[src/hdl/dbf_pkg.sv]
// constants and carrier types of the edge filter.
// assumes a 32-bit classic wishbone bus with byte addresses on bits 3:2.
package dbf_pkg;

  // ****
  // register map
  // ****
  localparam logic [1:0]  REG_CTRL      = 2'h0;
  localparam logic [1:0]  REG_GEOM      = 2'h1;
  localparam logic [1:0]  REG_OFFS      = 2'h2;
  localparam logic [1:0]  REG_STAT      = 2'h3;
  localparam int          CTRL_START    = 0;
  localparam int          CTRL_AFF      = 1;
  localparam int          CTRL_FLD_PIC  = 2;
  localparam int          GEOM_W_LSB    = 0;
  localparam int          GEOM_H_LSB    = 8;
  localparam int          OFFS_A_LSB    = 0;
  localparam int          OFFS_B_LSB    = 8;
  localparam int          STAT_BUSY     = 0;
  localparam int          STAT_DONE     = 1;
  localparam int          STAT_X_LSB    = 8;
  localparam int          STAT_Y_LSB    = 16;
  localparam logic [31:0] CTRL_MASK     = 32'h0000_0006;
  localparam logic [31:0] GEOM_MASK     = 32'h0000_FFFF;
  localparam logic [31:0] OFFS_MASK     = 32'h0000_3F3F;
  localparam logic [31:0] CTRL_RST      = 32'h0000_0000;
  localparam logic [31:0] GEOM_RST      = 32'h0000_0101;
  localparam logic [31:0] OFFS_RST      = 32'h0000_0000;

  // ****
  // filter constants
  // ****
  localparam logic [5:0]         IDX_MAX       = 6'h33;
  localparam logic signed [12:0] MV_LIMIT      = 13'sh0004;
  localparam logic [3:0]         LUMA_LAST_LN  = 4'hF;
  localparam logic [3:0]         CHR_LAST_LN   = 4'h7;
  localparam logic [1:0]         LUMA_LAST_ED  = 2'h3;
  localparam logic [1:0]         CHR_LAST_ED   = 2'h1;
  localparam logic [1:0]         LAST_PLANE    = 2'h2;

  // entry i of each table sits at bits 8i+7..8i
  localparam logic [415:0] ALPHA_TAB = {
    96'hFFFFE2CBB6A2907F71655A50, 96'h473F38322D2824201C191614,
    96'h110F0D0C0A09080706050404, 128'h0};
  localparam logic [415:0] BETA_TAB = {
    96'h1212111110100F0F0E0E0D0D, 96'h0C0C0B0B0A0A090908080707,
    96'h060604040403030303020202, 128'h0};
  localparam logic [415:0] PIXEL_CLAMP_TAB = {
    96'h0D0B0A090807060605040404, 96'h030303020202020101010101,
    40'h0101010101, 184'h0};
  localparam logic [415:0] CLIP2_TAB = {
    96'h110F0D0C0B0A080807060505, 96'h040403030302020202010101,
    56'h01010101010101, 168'h0};
  localparam logic [415:0] RANGE_CLAMP_TAB = {
    96'h19171412100E0D0B0A090807, 96'h060605040404030303020202,
    88'h0201010101010101010101, 136'h0};

  // ****
  // types
  // ****
  typedef enum logic [6:0] {
    S_IDLE  = 7'h01,
    S_MBW   = 7'h02,
    S_FETCH = 7'h04,
    S_WAIT  = 7'h08,
    S_CALC  = 7'h10,
    S_WRITE = 7'h20,
    S_STEP  = 7'h40
  } dbf_state_t;

  typedef struct packed {
    logic               intra;
    logic               coded;
    logic [1:0]         ref_cnt;
    logic [3:0]         ref0;
    logic [3:0]         ref1;
    logic signed [11:0] mv0x;
    logic signed [11:0] mv0y;
    logic signed [11:0] mv1x;
    logic signed [11:0] mv1y;
    logic [5:0]         qp;
  } dbf_side_t;

  typedef struct packed {
    logic [7:0] mb_x;
    logic [7:0] mb_y;
    logic [1:0] plane;
    logic       dir;
    logic [1:0] edge_no;
    logic [3:0] line;
    logic       field;
  } dbf_addr_t;

  typedef struct packed {
    logic [7:0][7:0] smp;
    dbf_side_t       p;
    dbf_side_t       q;
  } dbf_line_t;

  typedef struct packed {
    dbf_addr_t       addr;
    logic [7:0][7:0] smp;
  } dbf_wr_t;

endpackage

[src/hdl/dbf_edge_filter.sv]
// deblocking edge filter: walks a picture macroblock by macroblock and
// filters one sample line across one edge at a time.
// assumes a frame store that returns a line (p3..q3, smp[0]=p3) with the
// side information of blocks p and q, and accepts the line back.
// Functional notes
// - visit all macroblocks in raster order
// - luma four vertical then four horizontal edges
// - chroma two edges of eight samples each
// - modify neighbours, never filter picture border edges
// - frame macroblock filters frame samples
// - field macroblock filters same parity samples
// - partner keeps unfiltered copy for intra prediction
// - field picture uses current field only
// - intra gives strength 3, boundary 4
// - coefficients give strength 2
// - reference or motion mismatch gives 1
// - filter line only under alpha beta tests
// - edges sequential on already updated samples
// - averaged quantiser is half the sum
// - lookup indices clamped to 0..51
// - fixed 52 entry alpha and beta tables
// - p0 q0 corrected by clipped delta
// - luma p1 q1 corrected when activity low
// - clip bound grows with low activity
// - base clip limit from index and strength
// - pixel clamp limits to 0..255
//
// The register addresses and register access over Wishbone are this design's own decisions.
`timescale 1ns/1ns
module dbf_edge_filter #(
  parameter int MBW = 8
) (
  input  wire logic              clk_i,
  input  wire logic              rst_i,
  input  wire logic              wb_cyc_i,
  input  wire logic              wb_stb_i,
  input  wire logic              wb_we_i,
  input  wire logic [3:0]        wb_adr_i,
  input  wire logic [3:0]        wb_sel_i,
  input  wire logic [31:0]       wb_dat_i,
  output logic      [31:0]       wb_dat_o,
  output logic                   wb_ack_o,
  input  wire logic              mb_avail_i,
  input  wire logic              mb_field_i,
  output logic                   mb_start_o,
  output logic                   fetch_valid_o,
  input  wire logic              fetch_ready_i,
  output dbf_pkg::dbf_addr_t     fetch_addr_o,
  input  wire logic              line_valid_i,
  input  wire dbf_pkg::dbf_line_t line_i,
  output logic                   store_valid_o,
  input  wire logic              store_ready_i,
  output dbf_pkg::dbf_wr_t       store_o,
  output logic                   pic_done_o
);

  if (MBW < 1 || MBW > 8) begin : g_chk
    $error("MBW must lie in 1..8");
  end

  // ****
  // functions
  // ****
  function automatic logic [7:0] absd(input logic [7:0] a,
    input logic [7:0] b);
    return (a > b) ? a - b : b - a;
  endfunction

  function automatic logic signed [11:0] sx(input logic [7:0] v);
    return $signed({4'h0, v});
  endfunction

  function automatic logic signed [11:0] range_clamp(
      input logic signed [11:0] x,
      input logic signed [11:0] lo,
      input logic signed [11:0] hi);
    if (x < lo) return lo;
    if (x > hi) return hi;
    return x;
  endfunction

  function automatic logic [7:0] pixel_clamp(input logic signed [11:0] x);
    if (x < 12'sh000) return 8'h00;
    if (x > 12'sh0FF) return 8'hFF;
    return x[7:0];
  endfunction

  function automatic logic [5:0] lut_index(input logic [5:0] q,
    input logic [5:0] o);
    logic signed [7:0] s;
    s = $signed({2'h0, q}) + $signed({{2{o[5]}}, o});
    if (s < 8'sh00) return 6'h00;
    if (s > $signed({2'h0, dbf_pkg::IDX_MAX})) return dbf_pkg::IDX_MAX;
    return s[5:0];
  endfunction

  function automatic logic mv_far(input logic signed [11:0] a,
    input logic signed [11:0] b);
    logic signed [12:0] d;
    d = $signed({a[11], a}) - $signed({b[11], b});
    return (d > dbf_pkg::MV_LIMIT) || (d < -dbf_pkg::MV_LIMIT);
  endfunction

  function automatic logic [2:0] strength(input dbf_pkg::dbf_side_t p,
    input dbf_pkg::dbf_side_t q,
    input logic mb_edge);
    logic two;
    two = (p.ref_cnt == 2'h2);
    if (p.intra || q.intra) return mb_edge ? 3'h4 : 3'h3;
    if (p.coded || q.coded) return 3'h2;
    if (p.ref_cnt != q.ref_cnt || p.ref0 != q.ref0 ||
        (two && p.ref1 != q.ref1)) return 3'h1;
    if (mv_far(p.mv0x, q.mv0x) || mv_far(p.mv0y, q.mv0y) ||
        (two && (mv_far(p.mv1x, q.mv1x) || mv_far(p.mv1y, q.mv1y))))
      return 3'h1;
    return 3'h0;
  endfunction

  function automatic logic [31:0] merge(input logic [31:0] old,
    input logic [31:0] nw,
    input logic [3:0]  sel);
    logic [31:0] r;
    r = old;
    for (int i = 0; i < 4; i++) begin
      if (sel[i]) r[8*i +: 8] = nw[8*i +: 8];
    end
    return r;
  endfunction

  // ****
  // register bus
  // ****
  logic [31:0]         ctrl;
  logic [31:0]         geom;
  logic [31:0]         offs;
  logic                done;
  dbf_pkg::dbf_state_t st;
  dbf_pkg::dbf_state_t next_st;
  logic [MBW-1:0]      mb_x;
  logic [MBW-1:0]      mb_y;

  wire logic [1:0]  reg_sel  = wb_adr_i[3:2];
  wire logic        bus_req  = wb_cyc_i & wb_stb_i;
  wire logic        wr_stb   = bus_req & wb_ack_o & wb_we_i;
  wire logic        start    = wr_stb & (reg_sel == dbf_pkg::REG_CTRL) &
    wb_sel_i[0] & wb_dat_i[dbf_pkg::CTRL_START];
  wire logic        done_clr = wr_stb & (reg_sel == dbf_pkg::REG_STAT) &
    wb_sel_i[0] & wb_dat_i[dbf_pkg::STAT_DONE];
  wire logic        busy     = (st != dbf_pkg::S_IDLE);
  wire logic [31:0] stat_wd  = {8'h00, 8'(mb_y), 8'(mb_x), 6'h00,
    done, busy};
  wire logic [31:0] rd_word  =
    (reg_sel == dbf_pkg::REG_CTRL) ? ctrl :
    (reg_sel == dbf_pkg::REG_GEOM) ? geom :
    (reg_sel == dbf_pkg::REG_OFFS) ? offs : stat_wd;

  always_ff @(posedge clk_i) begin
    if (rst_i) begin
      wb_ack_o <= 1'b0;
      wb_dat_o <= 32'h0000_0000;
    end else begin
      wb_ack_o <= bus_req & ~wb_ack_o;
      wb_dat_o <= (bus_req & ~wb_ack_o & ~wb_we_i) ? rd_word : 32'h0000_0000;
    end
  end

  always_ff @(posedge clk_i) begin
    if (rst_i) begin
      ctrl <= dbf_pkg::CTRL_RST;
      geom <= dbf_pkg::GEOM_RST;
      offs <= dbf_pkg::OFFS_RST;
    end else if (wr_stb) begin
      if (reg_sel == dbf_pkg::REG_CTRL)
        ctrl <= merge(ctrl, wb_dat_i, wb_sel_i) & dbf_pkg::CTRL_MASK;
      if (reg_sel == dbf_pkg::REG_GEOM)
        geom <= merge(geom, wb_dat_i, wb_sel_i) & dbf_pkg::GEOM_MASK;
      if (reg_sel == dbf_pkg::REG_OFFS)
        offs <= merge(offs, wb_dat_i, wb_sel_i) & dbf_pkg::OFFS_MASK;
    end
  end

  // ****
  // picture walk
  // ****
  logic [1:0] cur_plane;
  logic       cur_dir;
  logic [1:0] cur_edge;
  logic [3:0] cur_line;
  logic       fld;

  wire logic [7:0] pic_w      = geom[dbf_pkg::GEOM_W_LSB +: 8];
  wire logic [7:0] pic_h      = geom[dbf_pkg::GEOM_H_LSB +: 8];
  wire logic       luma       = (cur_plane == 2'h0);
  wire logic       last_line  = cur_line == (luma ? dbf_pkg::LUMA_LAST_LN :
    dbf_pkg::CHR_LAST_LN);
  wire logic       last_edge  = cur_edge == (luma ? dbf_pkg::LUMA_LAST_ED :
    dbf_pkg::CHR_LAST_ED);
  wire logic       last_plane = (cur_plane == dbf_pkg::LAST_PLANE);
  wire logic       last_col   = (8'(mb_x) == pic_w - 8'h01);
  wire logic       last_row   = (8'(mb_y) == pic_h - 8'h01);
  wire logic       mb_end     = last_line & last_edge & cur_dir & last_plane;
  wire logic       pic_end    = mb_end & last_col & last_row;
  wire logic       border     = (cur_edge == 2'h0) &
    (cur_dir ? (mb_y == '0) : (mb_x == '0));

  always_comb begin
    next_st = st;
    case (st)
      dbf_pkg::S_IDLE:  if (start) next_st = dbf_pkg::S_MBW;
      dbf_pkg::S_MBW:   if (mb_avail_i) next_st = dbf_pkg::S_FETCH;
      dbf_pkg::S_FETCH: begin
        if (border) next_st = dbf_pkg::S_STEP;
        else if (fetch_ready_i) next_st = dbf_pkg::S_WAIT;
      end
      dbf_pkg::S_WAIT:  if (line_valid_i) next_st = dbf_pkg::S_CALC;
      dbf_pkg::S_CALC:  next_st = dbf_pkg::S_WRITE;
      dbf_pkg::S_WRITE: if (store_ready_i) next_st = dbf_pkg::S_STEP;
      dbf_pkg::S_STEP: begin
        if (pic_end) next_st = dbf_pkg::S_IDLE;
        else if (mb_end) next_st = dbf_pkg::S_MBW;
        else next_st = dbf_pkg::S_FETCH;
      end
      default:          next_st = dbf_pkg::S_IDLE;
    endcase
  end

  always_ff @(posedge clk_i) begin
    if (rst_i) st <= dbf_pkg::S_IDLE;
    else st <= next_st;
  end

  always_ff @(posedge clk_i) begin
    if (rst_i || (st == dbf_pkg::S_IDLE)) begin
      {mb_x, mb_y, cur_plane, cur_dir, cur_edge, cur_line} <= '0;
    end else if (st == dbf_pkg::S_STEP) begin
      cur_line <= last_line ? 4'h0 : cur_line + 4'h1;
      if (last_line) begin
        cur_edge <= last_edge ? 2'h0 : cur_edge + 2'h1;
        if (last_edge) begin
          cur_dir <= ~cur_dir;
          if (cur_dir) begin
            cur_plane <= last_plane ? 2'h0 : cur_plane + 2'h1;
            if (last_plane) begin
              mb_x <= last_col ? '0 : mb_x + MBW'(1);
              if (last_col) mb_y <= mb_y + MBW'(1);
            end
          end
        end
      end
    end
  end

  always_ff @(posedge clk_i) begin
    if (rst_i) begin
      fld  <= 1'b0;
      done <= 1'b0;
    end else begin
      if (st == dbf_pkg::S_MBW && mb_avail_i)
        fld <= ctrl[dbf_pkg::CTRL_FLD_PIC] |
               (ctrl[dbf_pkg::CTRL_AFF] & mb_field_i);
      if (st == dbf_pkg::S_STEP && pic_end) done <= 1'b1;
      else if (done_clr) done <= 1'b0;
    end
  end

  // snapshot cue before the first edge
  assign mb_start_o    = (st == dbf_pkg::S_MBW) & mb_avail_i;
  assign fetch_valid_o = (st == dbf_pkg::S_FETCH) & ~border;
  assign store_valid_o = (st == dbf_pkg::S_WRITE);
  assign pic_done_o    = done;
  assign fetch_addr_o  = '{mb_x: 8'(mb_x), mb_y: 8'(mb_y),
    plane: cur_plane, dir: cur_dir,
    edge_no: cur_edge, line: cur_line,
    field: fld};

  // ****
  // line filter
  // ****
  dbf_pkg::dbf_line_t ln;
  logic [7:0][7:0]    filt;

  wire logic [7:0] p2 = ln.smp[1];
  wire logic [7:0] p1 = ln.smp[2];
  wire logic [7:0] p0 = ln.smp[3];
  wire logic [7:0] q0 = ln.smp[4];
  wire logic [7:0] q1 = ln.smp[5];
  wire logic [7:0] q2 = ln.smp[6];

  wire logic [2:0] bs     = strength(ln.p, ln.q, cur_edge == 2'h0);
  wire logic [6:0] qp_sum = {1'b0, ln.p.qp} + {1'b0, ln.q.qp};
  wire logic [5:0] avg_q  = qp_sum[6:1];
  wire logic [5:0] ia     = lut_index(avg_q, offs[dbf_pkg::OFFS_A_LSB +: 6]);
  wire logic [5:0] ib     = lut_index(avg_q, offs[dbf_pkg::OFFS_B_LSB +: 6]);
  wire logic [7:0] alpha  = dbf_pkg::ALPHA_TAB[{ia, 3'h0} +: 8];
  wire logic [7:0] beta   = dbf_pkg::BETA_TAB[{ib, 3'h0} +: 8];
  wire logic [7:0] c0     =
    (bs == 3'h1) ? dbf_pkg::PIXEL_CLAMP_TAB[{ia, 3'h0} +: 8] :
    (bs == 3'h2) ? dbf_pkg::CLIP2_TAB[{ia, 3'h0} +: 8] :
                   dbf_pkg::RANGE_CLAMP_TAB[{ia, 3'h0} +: 8];
  wire logic       ap_lt  = absd(p2, p0) < beta;
  wire logic       aq_lt  = absd(q2, q0) < beta;
  wire logic       do_flt = (bs != 3'h0) && (bs != 3'h4) &&
    (absd(p0, q0) < alpha) &&
    (absd(p1, p0) < beta) &&
    (absd(q1, q0) < beta);

  wire logic signed [11:0] c0s   = sx(c0);
  wire logic signed [11:0] c_lim = c0s + 12'(ap_lt) + 12'(aq_lt);
  wire logic signed [11:0] dsum  = ((sx(q0) - sx(p0)) <<< 2) +
    (sx(p1) - sx(q1)) + 12'sh004;
  wire logic signed [11:0] dlt   = range_clamp(dsum >>> 3, -c_lim,
    c_lim);
  wire logic signed [11:0] hpq   = (sx(p0) + sx(q0)) >>> 1;
  wire logic signed [11:0] tp    = (sx(p2) + hpq - (sx(p1) <<< 1)) >>> 1;
  wire logic signed [11:0] tq    = (sx(q2) + hpq - (sx(q1) <<< 1)) >>> 1;
  wire logic signed [11:0] cp    = range_clamp(tp, -c0s, c0s);
  wire logic signed [11:0] cq    = range_clamp(tq, -c0s, c0s);

  always_comb begin
    filt = ln.smp;
    if (do_flt) begin
      filt[3] = pixel_clamp(sx(p0) + dlt);
      filt[4] = pixel_clamp(sx(q0) - dlt);
      if (luma && ap_lt) filt[2] = pixel_clamp(sx(p1) + cp);
      if (luma && aq_lt) filt[5] = pixel_clamp(sx(q1) + cq);
    end
  end

  always_ff @(posedge clk_i) begin
    if (rst_i) begin
      ln      <= '0;
      store_o <= '0;
    end else begin
      if (st == dbf_pkg::S_WAIT && line_valid_i) ln <= line_i;
      if (st == dbf_pkg::S_CALC) begin
        store_o.addr <= fetch_addr_o;
        store_o.smp  <= filt;
      end
    end
  end

endmodule

[config.mk]
export PLATFORM = sky130hd
export DESIGN_NAME = dbf_edge_filter
export DESIGN_NICKNAME = d
export VERILOG_FILES = /design/src/hdl/dbf_pkg.sv /design/src/hdl/dbf_edge_filter.sv
export SDC_FILE = /design/constraint.sdc
export NUM_CORES = 1
export LEC_CHECK = 0
export BUFFER_PORTS_ARGS = -buffer_cell sky130_fd_sc_hd__buf_4
export CAP_MARGIN = 25
export CORE_MARGIN = 1
export CORE_UTILIZATION = 45
export DETAILED_ROUTE_END_ITERATION = 12
export PLACE_DENSITY = 0.65
export RECOVER_POWER = 25
export SYNTH_ARGS = -nofsm -noshare
export SYNTH_HDL_FRONTEND = slang
export SYNTH_SLANG_ARGS = --single-unit
[constraint.sdc]
create_clock -name clk_i -period 13.25 [get_ports clk_i]
set_input_delay 0.6625 -clock clk_i [delete_from_list [all_inputs] [get_ports clk_i]]
set_output_delay 0.6625 -clock clk_i [all_outputs]
set_load 0.02 [all_outputs]
==> run_results.csv <==
group,metric,value,unit
detailed_routing,first_iter_violations,2023,
cts,clock_path_buffers,3,
critical_path,crit_family,"compound AO/OA/AOI/OAI gates",
die,die_w,255,um
cts,path_clk_slew,0.06,ns
critical_path,reg2reg_setup_slack,0.87,ns
worst_hold_path,min_from,"wb_dat_i[7]",
final_layout,final_common_cell,"nand2_1",
global_route,grt_util_all_layers,26.9,%
placed_design,place_area,0.0321,mm2
detailed_routing,totalWireLength,90.7,mm
pwr,leakage,13.9,nW
die,start_util,45.5,%
sta,setup_viol,0,
critical_path,reg2reg_to,"store_o[35]",
critical_path,rr_worst_depth,58,
die,rows,92,
sta,fin_crit_sh,93.5,%
final_layout,nNetsFinal,4593,
worst_hold_path,worstHoldPathType,"primary input to flip-flop",
worst_hold_path,holdPathStages,3,
critical_path,crit_cells,58,
synthesis,ys_warn_count,0,
final_layout,area_growth,16.2,%
placed_design,pre_cts_slack,0.220,ns
synthesis,async_flop_share,0,%
critical_path,slowest_delay,0.78,ns
pwr,powerDensity,76.8,mW/mm2
detailed_routing,antenna_left,0,
detailed_routing,drc,0,
outcome,status,"finished, violations left",
detailed_routing,vias,27000,
cts,cts_root_buffer,"clkbuf_16",
die,dieArea,0.0648,mm2
placed_design,hpwl,69.2,mm
detailed_routing,viasPerCell,5.54,
cts,cts-buffers-inserted,44,
sta,fin_ws,0.868,ns
critical_path,crit_slowest_cell,"or4b_2",
die,core_area,0.0631,mm2
cts,clkSinkCount,375,
critical_path,reg2reg_from,"ln[1]",
critical_path,required,13.75,ns
worst_hold_path,hold_path_end,"geom[7]",
die,ios,399,
synthesis,syn_area,0.0287,mm2
placed_design,place.gp.congestion,0.991,
global_route,antenna_found_initial,0,
sta,min_period,12.38,ns
final_layout,num_antenna_cells,0,
flow_run,cap_violations,1,
final_layout,drive_gt1_share,11.8,%
final_layout,fin_area,0.0334,mm2
synthesis,ys_seq_elements,375,
synthesis,ys_seq_area_share,26.1,%
critical_path,endpoint_kind,"flip-flop",
synthesis,yosys_most_used_dff,"dfxtp_1",
global_route,grt_start_max_net_pins,199,
final_layout,final_cell_mix,"nand2_1 (649), a21oi_1 (475), dfxtp_1 (375), ha_1 (318), buf_4 (299)",
critical_path,worstPathMaxFanout,7,
sta,max_freq,80.8,MHz
synthesis,synthDistinctLibCells,110,
synthesis,synthCells,3718,
pwr,irDropWorstVdd,84.1,uV
detailed_routing,drt_first_pass_iters,7,
outcome,failed_checks,"max-capacitance violations, max-slew violations",
critical_path,crit_buf_inv,5,
sta,hold_violations,0,
sta,slew_violations,121,
sta,worst_pin_slew,5.84,ns
placed_design,port_buffers,370,
final_layout,fillers,6241,
sta,whs,0.291,ns
critical_path,start_kind,"flip-flop",
critical_path,worstSetupPathType,"flip-flop to flip-flop",
cts,clock_latency,0.60,ns
cts,h-tree-depth,2,
sta,fin_skew,0.0222,ns
global_route,grt_pass1_vias,24700,
global_route,grt_overflow,0,
synthesis,synth_edf_count,0,
critical_path,cp.arrival,12.88,ns
sta,maxSlewHeadroom,-289,%
detailed_routing,routedWlPerCell,18.6,um
cts,cts_tree,"built",
synthesis,syn_area_per_cell,7.72,um2
die,die_h,255,um
global_route,grt_pass1_wl,138,mm
repair_timing:
action	CTS	global route
endpoints found under the setup margin	0	16
resized for setup	0	15
hold buffers	0	0
setup buffers	0	1
kinds of logic after synthesis:
group,synth area share (%)
simple gates,19.8
compound gates,22.5
buf+inv,5.79
flops,26.1
fa+ha+maj,16.6
xor+xnor,5.61
mux,3.49
other cells,0.0262
registers in the layout (all words and copies together) (netlist names), 4 cells and up:
name and flops:
p2 8, geom 16, ln 132, mb_x 8, p1 8, cur_line 4, st 7, wb_dat_o 24
store_o 90, p0 8, filt 16, q1 8, q2 8, mb_y 8, q0 8, offs 12
where the power goes:
group          internal (mW)  leakage, nW  switching (mW)
registers               1.13         3.02         0.00121
logic                 0.0658         10.1          0.0643
clock network          0.774        0.767           0.530
how the worst max path moves through the flow:
stage                             end  slack [ns]  start
after global placement    store_o[39]        0.43  ln[1]
after detailed placement  store_o[35]        0.22  ln[1]
final                     store_o[35]        0.87  ln[1]
after global routing      store_o[35]       -0.02  ln[1]
after floorplan           store_o[35]        1.18  ln[1]
after CTS                 store_o[35]        0.13  ln[1]
cell type report:
type                    count  area (um2)  area share [%]
repair buffers            400        2640            7.91
well taps                 846        1060            3.17
multi-input cells        2928       19700            58.9
inverters                 241         922            2.76
flip-flops and latches    375        7510            22.5
clock buffers              61        1260            3.79
clock inverters            21         317           0.949
worst min-delay path, cell delays in order:
cell and delay [ns]:
buf_4 0.08, mux2i_1 0.05, nor2_1 0.07
synth_stat cells, types with 28 or more instances:
master,number,area share [%]
fa_1,38,2.6
and3_1,31,0.68
nor2b_1,47,1.0
xor2_1,73,2.2
mux2i_1,64,2.2
mux2_2,28,1.1
inv_1,236,3.1
nor3_1,57,0.99
dfxtp_1,375,26
nor2_1,234,3.1
o21bai_1,44,1.2
a21oi_1,478,8.3
ha_1,319,14
o21a_1,32,0.84
clkbuf_1,153,2.0
a211oi_1,37,0.97
nand2b_1,31,0.68
a21o_1,82,2.1
o21ai_0,119,2.1
xnor2_1,111,3.4
nand3_1,55,0.96
nand2_1,650,8.5
per-layer routing:
layer	track usage, %	vias to the layer above	wire length (um)
li1	-	13500	-
met1	37.0	12500	41200
met2	42.5	841	40200
met3	5.35	118	6770
met4	7.63	0	2460
met5	0	-	0
through the flow:
stage | total power, mW | TNS (ns) | cells | utilization, %
floorplan | 1.21 | 0 | 3725 | -
global placement | 1.28 | 0 | 4789 | 50.9
detailed placement | 1.28 | 0 | 4789 | 50.9
CTS | 2.59 | 0 | 4871 | 53.4
global route | 2.65 | -0.0328 | 4872 | 52.9
finish | 2.56 | 0 | 4872 | 52.9
Note: power is estimated with default switching activity, not from simulation.
